===== src/logic/mifd_consts.svh =====
// Notes on behaviour
// RULE1: every instruction is one fourteen-bit word
// RULE2: sort into byte, bit, literal-control classes
// RULE3: file operand is seven bits, 0x00-0x7f
// RULE4: destination bit 0 writes the accumulator
// RULE5: destination bit 1 writes file, accumulator kept
// RULE6: bit number picks one of eight bits
// RULE7: bit ops: opcode 13-10, bit 9-7, file 6-0
// RULE8: literal ops: opcode 13-8, constant 7-0
// RULE9: jump and call: opcode 13-11, target 10-0
// RULE10: don't-care bits never change decoding
// RULE11: plain instructions finish in one cycle
// RULE12: branch or true test adds a no-operation cycle
// RULE13: one instruction cycle is four clock phases
// RULE14: programs avoid option and direction loads
`ifndef MIFD_CONSTS_SVH
`define MIFD_CONSTS_SVH

// ****************************************************************
// widths
// ****************************************************************
`define MIFD_WORD_W 14
`define MIFD_FILE_W 7
`define MIFD_BITNUM_W 3
`define MIFD_REG_W 8
`define MIFD_LIT_W 8
`define MIFD_TGT_W 11
`define MIFD_OPC_W 6
`define MIFD_PHASES 4
`define MIFD_PHASE_W 2

// ****************************************************************
// field positions
// ****************************************************************
`define MIFD_CLASS_MSB 13
`define MIFD_CLASS_LSB 12
`define MIFD_JMPSEL_BIT 11
`define MIFD_BYTE_OPC_LSB 8
`define MIFD_DEST_BIT 7
`define MIFD_FILE_MSB 6
`define MIFD_BIT_OPC_LSB 10
`define MIFD_BITNUM_MSB 9
`define MIFD_BITNUM_LSB 7
`define MIFD_LIT_OPC_LSB 8
`define MIFD_LIT_MSB 7
`define MIFD_JMP_OPC_LSB 11
`define MIFD_TGT_MSB 10

// ****************************************************************
// reset values and phase numbers
// ****************************************************************
`define MIFD_PHASE_RST 2'h0
`define MIFD_PHASE_FETCH 2'h1
`define MIFD_PHASE_LAST 2'h3
`define MIFD_OPC_RST 6'h00
`define MIFD_FILE_RST 7'h00
`define MIFD_LIT_RST 8'h00
`define MIFD_TGT_RST 11'h000
`define MIFD_BITNUM_RST 3'h0
`define MIFD_MASK_RST 8'h00

`endif


===== src/logic/mifd_pkg.sv =====
`include "mifd_consts.svh"

package mifd_pkg;

    // ****************************************************************
    // instruction classes from word bits 13:12
    // ****************************************************************
    typedef enum logic [1:0] {
        MIFD_CLS_BYTE = 2'b00,
        MIFD_CLS_BIT = 2'b01,
        MIFD_CLS_JUMP = 2'b10,
        MIFD_CLS_LIT = 2'b11
    } mifd_class_e;

    // ****************************************************************
    // sequencer states
    // ****************************************************************
    typedef enum logic [1:0] {
        MIFD_ST_IDLE = 2'b00,
        MIFD_ST_EXEC = 2'b01,
        MIFD_ST_FLUSH = 2'b10
    } mifd_state_e;

    typedef logic [`MIFD_WORD_W-1:0] mifd_word_t;

    // ****************************************************************
    // decoded operand fields
    // ****************************************************************
    typedef struct packed {
        mifd_class_e insn_class;
        logic is_call_jump;
        logic [`MIFD_OPC_W-1:0] opcode;
        logic [`MIFD_FILE_W-1:0] file_addr;
        logic write_acc;
        logic write_file;
        logic [`MIFD_BITNUM_W-1:0] bit_num;
        logic [`MIFD_REG_W-1:0] bit_mask;
        logic [`MIFD_LIT_W-1:0] literal;
        logic [`MIFD_TGT_W-1:0] target;
    } mifd_fields_s;

endpackage


===== src/logic/mifd_decoder.sv =====
`timescale 1ns/10ps
`include "mifd_consts.svh"

module mifd_decoder
    import mifd_pkg::*;
(
    input wire logic clk_sys_in,
    input wire logic resetn_in,
    input wire logic [`MIFD_WORD_W-1:0] instr_word_in,
    input wire logic instr_valid_in,
    input wire logic pc_change_in,
    input wire logic cond_true_in,
    output logic fetch_req_out,
    output logic [`MIFD_PHASE_W-1:0] phase_out,
    output logic cycle_start_out,
    output logic decoded_valid_out,
    output logic no_operation_out,
    output logic two_cycle_out,
    output mifd_fields_s decoded_out
);

    // ****************************************************************
    // reset synchroniser
    // ****************************************************************
    logic rst_meta_n;
    logic rst_n;

    // two stages, asynchronous assert, clocked release
    always_ff @(posedge clk_sys_in or negedge resetn_in) begin
        if (!resetn_in) begin
            rst_meta_n <= 1'b0;
            rst_n <= 1'b0;
        end else begin
            rst_meta_n <= 1'b1;
            rst_n <= rst_meta_n;
        end
    end

    // ****************************************************************
    // instruction cycle sequencer
    // ****************************************************************
    logic [`MIFD_PHASE_W-1:0] phase;
    logic last_phase;

    mifd_phase_counter #(
        .PHASES(`MIFD_PHASES),
        .PHASE_W(`MIFD_PHASE_W)
    ) u_phase (
        .clk_in(clk_sys_in),
        .rst_n_in(rst_n),
        .phase_out(phase),
        .last_out(last_phase)
    );

    // ****************************************************************
    // field extraction, purely combinational
    // ****************************************************************
    mifd_fields_s next_fields;
    mifd_class_e word_class;

    // one-hot mask for the selected bit of an eight-bit register
    function automatic logic [`MIFD_REG_W-1:0] mifd_bit_mask(
        input logic [`MIFD_BITNUM_W-1:0] num
    );
        logic [`MIFD_REG_W-1:0] mask;
        mask = '0;
        mask[num] = 1'b1;
        return mask;
    endfunction

    // class from the two top bits only, so lower don't-cares never steer it
    assign word_class = mifd_class_e'(instr_word_in[`MIFD_CLASS_MSB:`MIFD_CLASS_LSB]); // RULE2

    // each class picks only the bits of its own format
    always_comb begin
        next_fields = '0; // RULE10
        next_fields.insn_class = word_class;
        case (word_class)
            MIFD_CLS_BYTE: begin
                next_fields.opcode = `MIFD_OPC_W'(
                    instr_word_in[`MIFD_CLASS_MSB:`MIFD_BYTE_OPC_LSB]);
                next_fields.file_addr = instr_word_in[`MIFD_FILE_MSB:0]; // RULE3
                if (instr_word_in[`MIFD_DEST_BIT]) begin
                    next_fields.write_file = 1'b1; // RULE5
                    next_fields.write_acc = 1'b0; // RULE5
                end else begin
                    next_fields.write_acc = 1'b1; // RULE4
                    next_fields.write_file = 1'b0; // RULE4
                end
            end
            MIFD_CLS_BIT: begin
                next_fields.opcode = `MIFD_OPC_W'(
                    instr_word_in[`MIFD_CLASS_MSB:`MIFD_BIT_OPC_LSB]); // RULE7
                next_fields.bit_num =
                    instr_word_in[`MIFD_BITNUM_MSB:`MIFD_BITNUM_LSB]; // RULE7
                next_fields.file_addr = instr_word_in[`MIFD_FILE_MSB:0]; // RULE7
                next_fields.bit_mask = mifd_bit_mask(
                    instr_word_in[`MIFD_BITNUM_MSB:`MIFD_BITNUM_LSB]); // RULE6
            end
            MIFD_CLS_JUMP: begin
                next_fields.is_call_jump = 1'b1;
                next_fields.opcode = `MIFD_OPC_W'(
                    instr_word_in[`MIFD_CLASS_MSB:`MIFD_JMP_OPC_LSB]); // RULE9
                next_fields.target = instr_word_in[`MIFD_TGT_MSB:0]; // RULE9
            end
            MIFD_CLS_LIT: begin
                next_fields.opcode = `MIFD_OPC_W'(
                    instr_word_in[`MIFD_CLASS_MSB:`MIFD_LIT_OPC_LSB]); // RULE8
                next_fields.literal = instr_word_in[`MIFD_LIT_MSB:0]; // RULE8
            end
            default: begin
                next_fields = '0;
            end
        endcase
    end

    // ****************************************************************
    // redirect tracking during the current cycle
    // ****************************************************************
    logic redirect_seen;
    logic redirect_now;
    mifd_state_e state;
    mifd_state_e next_state;

    // a change seen in the last phase counts as well
    assign redirect_now = redirect_seen | pc_change_in | cond_true_in;

    // sticky within one instruction cycle, cleared at its end
    always_ff @(posedge clk_sys_in or negedge rst_n) begin
        if (!rst_n) begin
            redirect_seen <= 1'b0;
        end else if (last_phase) begin
            redirect_seen <= 1'b0;
        end else if (state == MIFD_ST_EXEC && (pc_change_in || cond_true_in)) begin
            redirect_seen <= 1'b1;
        end
    end

    // ****************************************************************
    // sequencer state choice at each cycle boundary
    // ****************************************************************
    always_comb begin
        next_state = state;
        case (state)
            MIFD_ST_IDLE: begin
                if (instr_valid_in) begin
                    next_state = MIFD_ST_EXEC;
                end
            end
            MIFD_ST_EXEC: begin
                if (redirect_now || decoded_out.is_call_jump) begin
                    next_state = MIFD_ST_FLUSH; // RULE12
                end else if (instr_valid_in) begin
                    next_state = MIFD_ST_EXEC; // RULE11
                end else begin
                    next_state = MIFD_ST_IDLE;
                end
            end
            MIFD_ST_FLUSH: begin
                if (instr_valid_in) begin
                    next_state = MIFD_ST_EXEC;
                end else begin
                    next_state = MIFD_ST_IDLE;
                end
            end
            default: begin
                next_state = MIFD_ST_IDLE;
            end
        endcase
    end

    // state moves only on the instruction cycle enable
    always_ff @(posedge clk_sys_in or negedge rst_n) begin
        if (!rst_n) begin
            state <= MIFD_ST_IDLE;
        end else if (last_phase) begin
            state <= next_state; // RULE13
        end
    end

    // ****************************************************************
    // decoded outputs, loaded at the cycle boundary
    // ****************************************************************
    always_ff @(posedge clk_sys_in or negedge rst_n) begin
        if (!rst_n) begin
            decoded_out <= '0;
        end else if (last_phase) begin
            if (next_state == MIFD_ST_EXEC) begin
                decoded_out <= next_fields; // RULE1
            end else begin
                decoded_out <= '0; // RULE12
            end
        end
    end

    // valid and no-operation markers for the coming cycle
    always_ff @(posedge clk_sys_in or negedge rst_n) begin
        if (!rst_n) begin
            decoded_valid_out <= 1'b0;
            no_operation_out <= 1'b0;
        end else if (last_phase) begin
            decoded_valid_out <= (next_state == MIFD_ST_EXEC);
            no_operation_out <= (next_state == MIFD_ST_FLUSH); // RULE12
        end
    end

    // marks a jump, or an instruction redirected before its last phase, whose second cycle is a no-operation
    always_ff @(posedge clk_sys_in or negedge rst_n) begin
        if (!rst_n) begin
            two_cycle_out <= 1'b0;
        end else if (last_phase) begin
            two_cycle_out <= 1'b0;
        end else if (state == MIFD_ST_EXEC) begin
            two_cycle_out <= redirect_seen | pc_change_in | cond_true_in
                | decoded_out.is_call_jump; // RULE12
        end
    end

    // ****************************************************************
    // timing outputs
    // ****************************************************************
    // fetch request held in the phase before the word is sampled
    always_ff @(posedge clk_sys_in or negedge rst_n) begin
        if (!rst_n) begin
            fetch_req_out <= 1'b0;
        end else begin
            fetch_req_out <= (phase == `MIFD_PHASE_FETCH);
        end
    end

    // phase copy and one-cycle start pulse
    always_ff @(posedge clk_sys_in or negedge rst_n) begin
        if (!rst_n) begin
            phase_out <= `MIFD_PHASE_RST;
            cycle_start_out <= 1'b0;
        end else begin
            phase_out <= phase; // RULE13
            cycle_start_out <= last_phase;
        end
    end

endmodule


===== src/logic/mifd_phase_counter.sv =====
`timescale 1ns/10ps
`include "mifd_consts.svh"

module mifd_phase_counter
    import mifd_pkg::*;
#(
    parameter int PHASES = `MIFD_PHASES,
    parameter int PHASE_W = `MIFD_PHASE_W
) (
    input wire logic clk_in,
    input wire logic rst_n_in,
    output logic [PHASE_W-1:0] phase_out,
    output logic last_out
);

    localparam logic [PHASE_W-1:0] LAST = PHASE_W'(PHASES - 1);

    // ****************************************************************
    // oscillator phase count, wraps once per instruction cycle
    // ****************************************************************
    always_ff @(posedge clk_in or negedge rst_n_in) begin
        if (!rst_n_in) begin
            phase_out <= '0;
        end else if (phase_out == LAST) begin
            phase_out <= '0; // RULE13
        end else begin
            phase_out <= phase_out + PHASE_W'(1);
        end
    end

    // one-cycle enable in the last phase
    assign last_out = (phase_out == LAST);

endmodule


===== config.mk =====
export PLATFORM = sky130hd
export DESIGN_NAME = mifd_decoder
export DESIGN_NICKNAME = d
export VERILOG_FILES = /design/src/logic/mifd_pkg.sv /design/src/logic/mifd_decoder.sv /design/src/logic/mifd_phase_counter.sv
export VERILOG_INCLUDE_DIRS = /design/src /design/src/logic
export SDC_FILE = /design/constraint.sdc
export NUM_CORES = 1
export LEC_CHECK = 0
export ABC_AREA = 1
export BUFFER_PORTS_ARGS = -buffer_cell sky130_fd_sc_hd__buf_2
export CORE_MARGIN = 4
export CORE_UTILIZATION = 47
export DETAILED_ROUTE_END_ITERATION = 16
export GPL_ROUTABILITY_DRIVEN = 1
export HOLD_SLACK_MARGIN = 0.08
export PLACE_DENSITY = 0.81
export SYNTH_ARGS = -nofsm -noshare
export SYNTH_HDL_FRONTEND = slang
export SYNTH_SLANG_ARGS = --single-unit

===== constraint.sdc =====
create_clock -name clk_sys_in -period 1.7 [get_ports clk_sys_in]
set_input_delay 0.085 -clock clk_sys_in [delete_from_list [all_inputs] [get_ports clk_sys_in]]
set_output_delay 0.085 -clock clk_sys_in [all_outputs]
set_load 0.005 [all_outputs]

; ---- After elaboration in Yosys (flattened, before gate mapping)
; Cells that the tools add are included.
[word_totals]
ff_bits = 62
[op_classes]
bitwise_logic = 3
n_reduce_logical = 10
eq_ne = 9
addsub = 1
n_mux = 20
order_cmp = 2
[op_table]
columns = cell, n
row1 = $mux W48, 1
row2 = $mux W11, 2
row3 = $pmux W6 S3, 1
row4 = $eq A2 B2 Y1 const B, 5
row5 = $mux W2, 5
row6 = $eq A2 B1 Y1 const B, 4
row7 = $mux W8, 1
row8 = $mux W1, 7
row9 = $mux W7, 1
row10 = $pmux W2 S3, 1
row11 = $logic_not A2 Y1, 2
row12 = $lt A3 B4 Y1 const B, 1
row13 = $reduce_bool A2 Y1, 2
row14 = $reduce_or A2 Y1, 2
row15 = $demux W1 S3, 1
row16 = $ge A3 B1 Y1 const B, 1
row17 = $or A1 B1 Y1, 3
row18 = $add A2 B1 Y2 const B, 1
row19 = $logic_and A1 B1 Y1, 2
row20 = $logic_or A1 B1 Y1, 2

; ---- Depth between registers and ports, before layout
; Gate-level depths: netlist of the first run.
[depth]
word_depth = 7
mapped_depth = 8
mapped_depth_nobuf = 8

; ---- By module
; From an unflattened synthesis of the first run, not the netlist that was laid out.
[unflattened]
hier_cells = 281
hier_area_um2 = 2646.3
[modules_own_cells]
columns = mod, n_inst, seq_area_each_um2, area_per_inst_um2, cells_each
row1 = mifd_decoder, 1, 1476.4, 2580.0, 277
row2 = mifd_phase_counter, 1, 50.0, 66.3, 4

; ---- Least setup slack after synthesis of the first run
; Ideal clock, no wire load.
[synth_timing]
path_type = flip-flop to flip-flop
start = reg u_phase.phase_out[0]
end = reg state[0]
stages_incl_launch_ff = 8
setup_ns = 0.128
arrival_time_ns = 1.192
required_ns = 1.572
slack_ns = 0.379
cell_sequence = dfrtp_1 > ha_1 > buf_4 > nand2_1 > inv_2 > nand2_4 > buf_6 > o21ai_0
[synth_between]
elab_chain_cells = 1
[synth_lines]
columns = item, line
row1 = "start, declared", mifd_phase_counter.sv:12  ; output logic [PHASE_W-1:0] phase_out,
row2 = "start signal, assigned", mifd_phase_counter.sv:27  ; phase_out <= phase_out + PHASE_W'(1);
row3 = $eq A2 B2 Y1, mifd_phase_counter.sv:32  ; assign last_out = (phase_out == LAST);
row4 = via last_phase, mifd_decoder.sv:43  ; logic last_phase;
row5 = "end signal, assigned", mifd_decoder.sv:177  ; state <= next_state;
row6 = "end, declared", mifd_decoder.sv:122  ; mifd_state_e state;
; The timed path passes the listed nets, and every way through them passes these cells.
; A chain may end at the register's enable or synchronous reset.

; ---- Worst setup path after layout of the first run
[layout_timing]
start = reg redirect_seen
end = reg decoded_out[41] in the netlist's numbering
[layout_between]
elab_chain_cells = 7
[layout_lines]
columns = item, line
row1 = "start, declared", mifd_decoder.sv:120  ; logic redirect_seen;
row2 = "start signal, assigned", mifd_decoder.sv:131  ; redirect_seen <= 1'b0;
row3 = "start signal, assigned", mifd_decoder.sv:133  ; redirect_seen <= 1'b0;
row4 = "start signal, assigned", mifd_decoder.sv:135  ; redirect_seen <= 1'b1;
row5 = $or A1 B1 Y1 (2 in a row), mifd_decoder.sv:126  ; assign redirect_now = redirect_seen | pc_change_in | cond_true_in;
row6 = $logic_or A1 B1 Y1, mifd_decoder.sv:151  ; if (redirect_now || decoded_out.is_call_jump) begin
row7 = $mux W2, mifd_decoder.sv:151
row8 = $pmux W2 S3, mifd_decoder.sv:144  ; case (state)
row9 = $eq A2 B1 Y1, mifd_decoder.sv:188  ; if (next_state == MIFD_ST_EXEC) begin
row10 = $mux W48, mifd_decoder.sv:188
row11 = "end signal, assigned", mifd_decoder.sv:189  ; decoded_out <= next_fields;
row12 = "end, declared", mifd_decoder.sv:19  ; output mifd_fields_s decoded_out
; No other way between the ends.

==> impl_metrics.ini, run 1 <==
[clock_network]
path_clk_slew_ns = 0.07
clk_latency_ns = 0.33
cts_tree = done
cts_sinks = 61
numCtsBuffers = 9
root_buffer = clkbuf_8
cts.repair.resized = 0
clockBufferDepth = 2
htree_levels = 3

[finish]
area_growth_pct = 27.0
final_cells = 446
final_layout_size_suffix_gt1_share_pct = 31.8
diodes = 0
fillers = 446
utilization_pct = 61.5
layout.nets = 395

[synth]
synthesis.nets = 309
synth_edf_count = 0
synthMostInstantiatedCell = nand2_1
synth.avg_cell_area_sq_um = 9.42
syn_inst = 283
async_reset_ff_share_pct = 100
synth_compound_area_share_pct = 7.84
ys_warn_count = 0
syn_area_sq_mm = 0.00267
yosys-top-cells-area = dfrtp_1, nand2_1, o21ai_2, nand4_1, ha_1
synth_xor_area_share_pct = 0
yosysUniqueCellTypes = 23
synthMuxAreaShare_pct = 0
synth-main-ff-cell = dfrtp_1
synth-adder-area-share_pct = 3.29
synth_common_cells = nand2_1, dfrtp_1, nand4_1, o21ai_2, inv_1
synth_top_area_cell = dfrtp_1
synth_top_area_share_pct = 57.3
synth_top_family_by_area = simple AND/OR/NAND/NOR gates
synth-seq-cells = 61
synth_simple_gate_area_share_pct = 24.9
yosysSeqAreaShare_pct = 57.3

[status]
status = completed

[global_route]
antenna_found_initial = 0
grt_pass1_wl_um = 10700
grt_usage_pct = 19.2
grt_max_degree = 60
grt_pass1_vias = 2269
gr-total-overflow = 0

[die]
die_h_um = 83.3
start_util_pct = 48.4
pin_count = 74
die_w_um = 83.3
die_area_sq_mm = 0.00694
rows = 27
core-area_sq_mm = 0.00551

[setup_path]
ff2ff_path_depth = 5
crit-reg2reg-capture = decoded_out[41]
required_ns = 1.95
ff2ff_setup_slack_ns = 0.21
cp.arrival_ns = 1.74
worst-path-max-fanout = 28
cp-endpoint = decoded_out[41]
worst_setup_path_end_kind = flip-flop
r2r-start = redirect_seen
cp-start-kind = flip-flop
critical_path_class = reg -> reg
startpoint = redirect_seen

[detailed_routing]
drtIter0Drc = 199
routed_via_density = 5.01
drc_errors = 0
drtAntennaViolNets = 0
vias = 2233
drt-total-wl_um = 6330
drtPass1Iterations = 4
wl_per_cell_um = 14.2

[placed_design]
place_ws_ns = 0.226
gp_congestion = 0.802
placed_cells = 417
place_hpwl_um = 4260
port_buffers = 73

[sta]
rsz0062_at_grt = no
finalHoldViolCount = 0
fin_crit_ns = 1.49
finalCritPeriodShare_pct = 87.9
setup_violations = 0
clock.fmax_ghz = 0.669
setup_slack_ns = 0.205
slew_viol_final = 0
fin_setup_tns_ns = 0
hold_slack_ns = 0.108
skew_ns = 0.00546

[pwr]
power.leakage_nw = 1.93
pwr_density_cell_mw_per_mm2 = 875
irDropWorstVdd_uv = 483

[run]
cap_violations = 0

[worst_hold_path]
hold_path.class = in -> reg
## final cells by class
type	count	area [sq um]	area share (%)
Inverter	18	67.6	2.00
Timing Repair Buffer	91	558	16.5
Clock inverter	4	22.5	0.665
Clock buffer	12	155	4.58
Multi-Input combinational cell	188	963	28.5
Sequential cell	61	1530	45.1
Tap cell	72	90.1	2.66
## worst min-delay path by stage
stage | endpoint | start | cells past startpoint | slack (ns)
2_1_floorplan | rst_meta_n | resetn_in | 0 | -0.21
3_3_place_gp | rst_meta_n | resetn_in | 1 | -0.13
3_5_place_dp | rst_meta_n | resetn_in | 1 | -0.13
4_1_cts | decoded_out[47] | instr_word_in[13] | 3 | 0.09
5_1_grt | decoded_out[47] | instr_word_in[13] | 3 | 0.12
6_report | decoded_out[47] | instr_word_in[13] | 3 | 0.11
## per-layer routing
metal,GRT usage (%),vias to the layer above,share of wire (%)
met5,0,-,0
met4,8.47,0,2.3
met3,7.44,19,9.4
met2,29.7,97,47
met1,23.9,1032,41
li1,-,1085,-
## kinds of logic (layout without fill, tap and decap cells)
kind of cell,Yosys count,after routing
other,1,1
buffers and inverters,34,125
AND/OR/NAND/NOR,152,152
AO/OA/AOI/OAI,28,28
flip-flops,61,61
adder cells (fa/ha/maj),7,7
## metrics by stage
step	area (sq um)	total power [mW]
final	3380	2.96
after detailed placement	3080	1.81
after global placement	3080	1.80
after global routing	3380	3.09
after CTS	3380	2.98
after floorplan	2670	1.70
## cell usage in the layout (no fill, tap or decap), types with 2 or more instances in the layout
cell type	n
o21ai_2	18
clkbuf_8	11
dlygate4sd3_1	13
inv_1	17
buf_4	3
nand3_1	5
clkinv_2	3
dfrtp_1	60
nand4_1	23
buf_2	73
ha_1	7
nor2_2	2
nand2_4	2
nor2_1	10
buf_12	2
nand2_1	108
o21ai_0	7
## where the power goes
| group | total (mW) | switching (mW) | internal [mW] | leakage [nW] |
|---|---|---|---|---|
| sequential | 1.52 | 0.0260 | 1.50 | 0.818 |
| clock | 1.15 | 0.551 | 0.601 | 0.0921 |
| combinational | 0.286 | 0.172 | 0.114 | 1.02 |
| total | 2.96 | 0.749 | 2.21 | 1.93 |
## worst max-delay path, cell delays in order (launching register included)
cell	delay (ns)
dfrtp_1	0.40
nor2_2	0.15
nand3_2	0.12
nand2_4	0.25
nand2_4	0.28
o21ai_0	0.21
## what timing repair did
action | 4_1_cts | 5_1_grt
hold buffers | 13 | 0
endpoints found under the hold margin | 30 | 0
endpoints found under the setup margin | 0 | 0
buffers inserted | 0 | 0
## sequential cells by signal, indices dropped and copies added, names as in the netlist
| register | cells |
|---|---|
| fetch_req_out | 1 |
| no_operation_out | 1 |
| decoded_valid_out | 1 |
| phase_out | 2 |
| cycle_start_out | 1 |
| state | 2 |
| rst_meta_n | 1 |
| redirect_seen | 1 |
| u_phase.phase_out | 2 |
| decoded_out | 47 |
| two_cycle_out | 1 |
| rst_n | 1 |
Note: power is estimated with default switching activity, not from simulation.
==> inputs of run 2 (changes only) <==
--- a/config.mk
+++ b/config.mk
@@ -13,7 +13,7 @@
 export DETAILED_ROUTE_END_ITERATION = 16
 export GPL_ROUTABILITY_DRIVEN = 1
 export HOLD_SLACK_MARGIN = 0.08
-export PLACE_DENSITY = 0.81
+export PLACE_DENSITY = 0.85
 export SYNTH_ARGS = -nofsm -noshare
 export SYNTH_HDL_FRONTEND = slang
 export SYNTH_SLANG_ARGS = --single-unit
==> run 2 against run 1 <==
- critical path depth is the same
- clock power increased by 20%
- total power up 7.9%
- register-to-register slack gained 0.03 ns
- flip-flop and latch count unchanged
- setup slack better by 0.027 ns
- critical endpoint is now state[0]
- clock skew rose by 0.0049 ns
==> impl_metrics.ini, run 2 (synthesized netlist as in run 1, its figures left out) <==
[setup_path]
critical_path_class = reg -> reg
required_ns = 1.89
cp_num_buf_inv = 1
critPathMaxStageDelay_ns = 0.41
worst_setup_path_end_kind = flip-flop
cp.arrival_ns = 1.65
critical-path-top-delay-family = flip-flops
slowest_stage = dfrtp_1
crit_chain = ha_1 -> nand2_1 -> inv_2 -> nand2_4 -> o21ai_0
cp-start-kind = flip-flop
worst-path-max-fanout = 22

[global_route]
gr-usage-met3_pct = 7.14
grt_use_met2_pct = 32.1
grt_max_degree = 60
grt-busiest-layer = met2
grt_pass1_vias = 2234
grt_pass1_wl_um = 10900
grt.met1_usage_pct = 24.2
grt_usage_pct = 19.8
gr-total-overflow = 0
antenna_found_initial = 0

[sta]
skew_ns = 0.0104
tightest_slew_ns = 0.523
finalHoldViolCount = 0
rsz0062_at_grt = no
relSlewSlack_pct = 65.1
setup_slack_ns = 0.233
fin_setup_tns_ns = 0
fin_crit_ns = 1.47
slew_viol_final = 0
hold_slack_ns = 0.114
setup_violations = 0
finalCritPeriodShare_pct = 86.3
clock.fmax_ghz = 0.682

[detailed_routing]
vias = 2256
drtIter0Drc = 257
drc_errors = 0
routed_via_density = 5.06
drtAntennaViolNets = 0
drtPass1Iterations = 4
wl_per_cell_um = 14.4
drt-total-wl_um = 6440

[finish]
regMostFlops = decoded_out
utilization_pct = 62.0
final_layout_size_suffix_gt1_share_pct = 31.6
area_growth_pct = 28.1
diodes = 0
layout_commonest_cell = nand2_1
fillers = 473
largest_reg_flops = 47
fin_area_sq_mm = 0.00341
layout.nets = 395
mostFrequentLayoutCells = nand2_1, buf_2, dfrtp_1

[die]
pin_count = 74
die_h_um = 83.3
die_area_sq_mm = 0.00694
die_w_um = 83.3
rows = 27
core-area_sq_mm = 0.00551
start_util_pct = 48.4

[clock_network]
numCtsBuffers = 9
path_clk_slew_ns = 0.07
hold_buffers = 13
clockBufferDepth = 2
clk_latency_ns = 0.33
cts_sinks = 61
cts.repair.resized = 0
root_buffer = clkbuf_8
cts_setup_buffers = 0
cts_tree = done
htree_levels = 3

[run]
cap_violations = 0

[pwr]
irDropWorstVdd_uv = 474
pwr_density_cell_mw_per_mm2 = 936
power.leakage_nw = 1.94

[worst_hold_path]
hold_path.class = in -> reg

[placed_design]
post_dp_cell_area_sq_mm = 0.00308
place_ws_ns = 0.223
place_hpwl_um = 4200
port_buffers = 73
gp_congestion = 0.815

[status]
status = completed
[run 2: cell types whose count changed in the layout (fill, tap and decap cells not counted), sizes merged]
| cell | before | now |
|---|---|---|
| bufinv | 0 | 2 |
| clkbuf | 12 | 11 |
| clkinvlp | 1 | 0 |
[run 2: cell type report]
cell class | count | area (sq um) | share of cell area (%)
Multi-Input combinational cell | 188 | 963 | 28.2
Timing Repair Buffer | 91 | 558 | 16.3
Tap cell | 72 | 90.1 | 2.64
Clock inverter | 5 | 75.1 | 2.20
Clock buffer | 11 | 131 | 3.85
Inverter | 18 | 67.6 | 1.98
Sequential cell | 61 | 1530 | 44.8
[run 2: tightest hold or removal path: stages]
cell and delay [ns]:
buf_2 0.13, inv_1 0.12, o21ai_2 0.07
[run 2: worst paths after layout]
kind | slack, ns | endpoint | start | depth (start not counted)
max in group asynchronous | 0.97 | rst_n | resetn_in | 3
min in group asynchronous | 0.26 | decoded_out[1] | rst_n | 1
worst max-delay path | 0.23 | state[0] | u_phase.phase_out[0] | 5
worst max register to register | 0.23 | state[0] | u_phase.phase_out[0] | 5
worst min-delay path | 0.11 | decoded_out[47] | instr_word_in[13] | 3
worst min register to register | 0.26 | decoded_out[1] | rst_n | 1
[run 2: report_power, final]
group          internal (mW)  leakage, nW  switching [mW]
logic                  0.116         1.02           0.175
clock network          0.819        0.107           0.561
registers               1.50        0.818          0.0268
[run 2: per-layer routing]
layer | share of wire [%] | wire, um | vias to the layer above
li1 | - | - | 1081
met1 | 43 | 2770 | 1087
met2 | 48 | 3100 | 78
met3 | 7.5 | 482 | 10
met4 | 1.3 | 86 | 0
met5 | 0 | 0 | -
[run 2: stage by stage]
step	power (mW)	std cells
2_1_floorplan	1.70	283
3_3_place_gp	1.81	417
3_5_place_dp	1.81	417
4_1_cts	3.21	446
5_1_grt	3.32	446
6_report	3.19	446
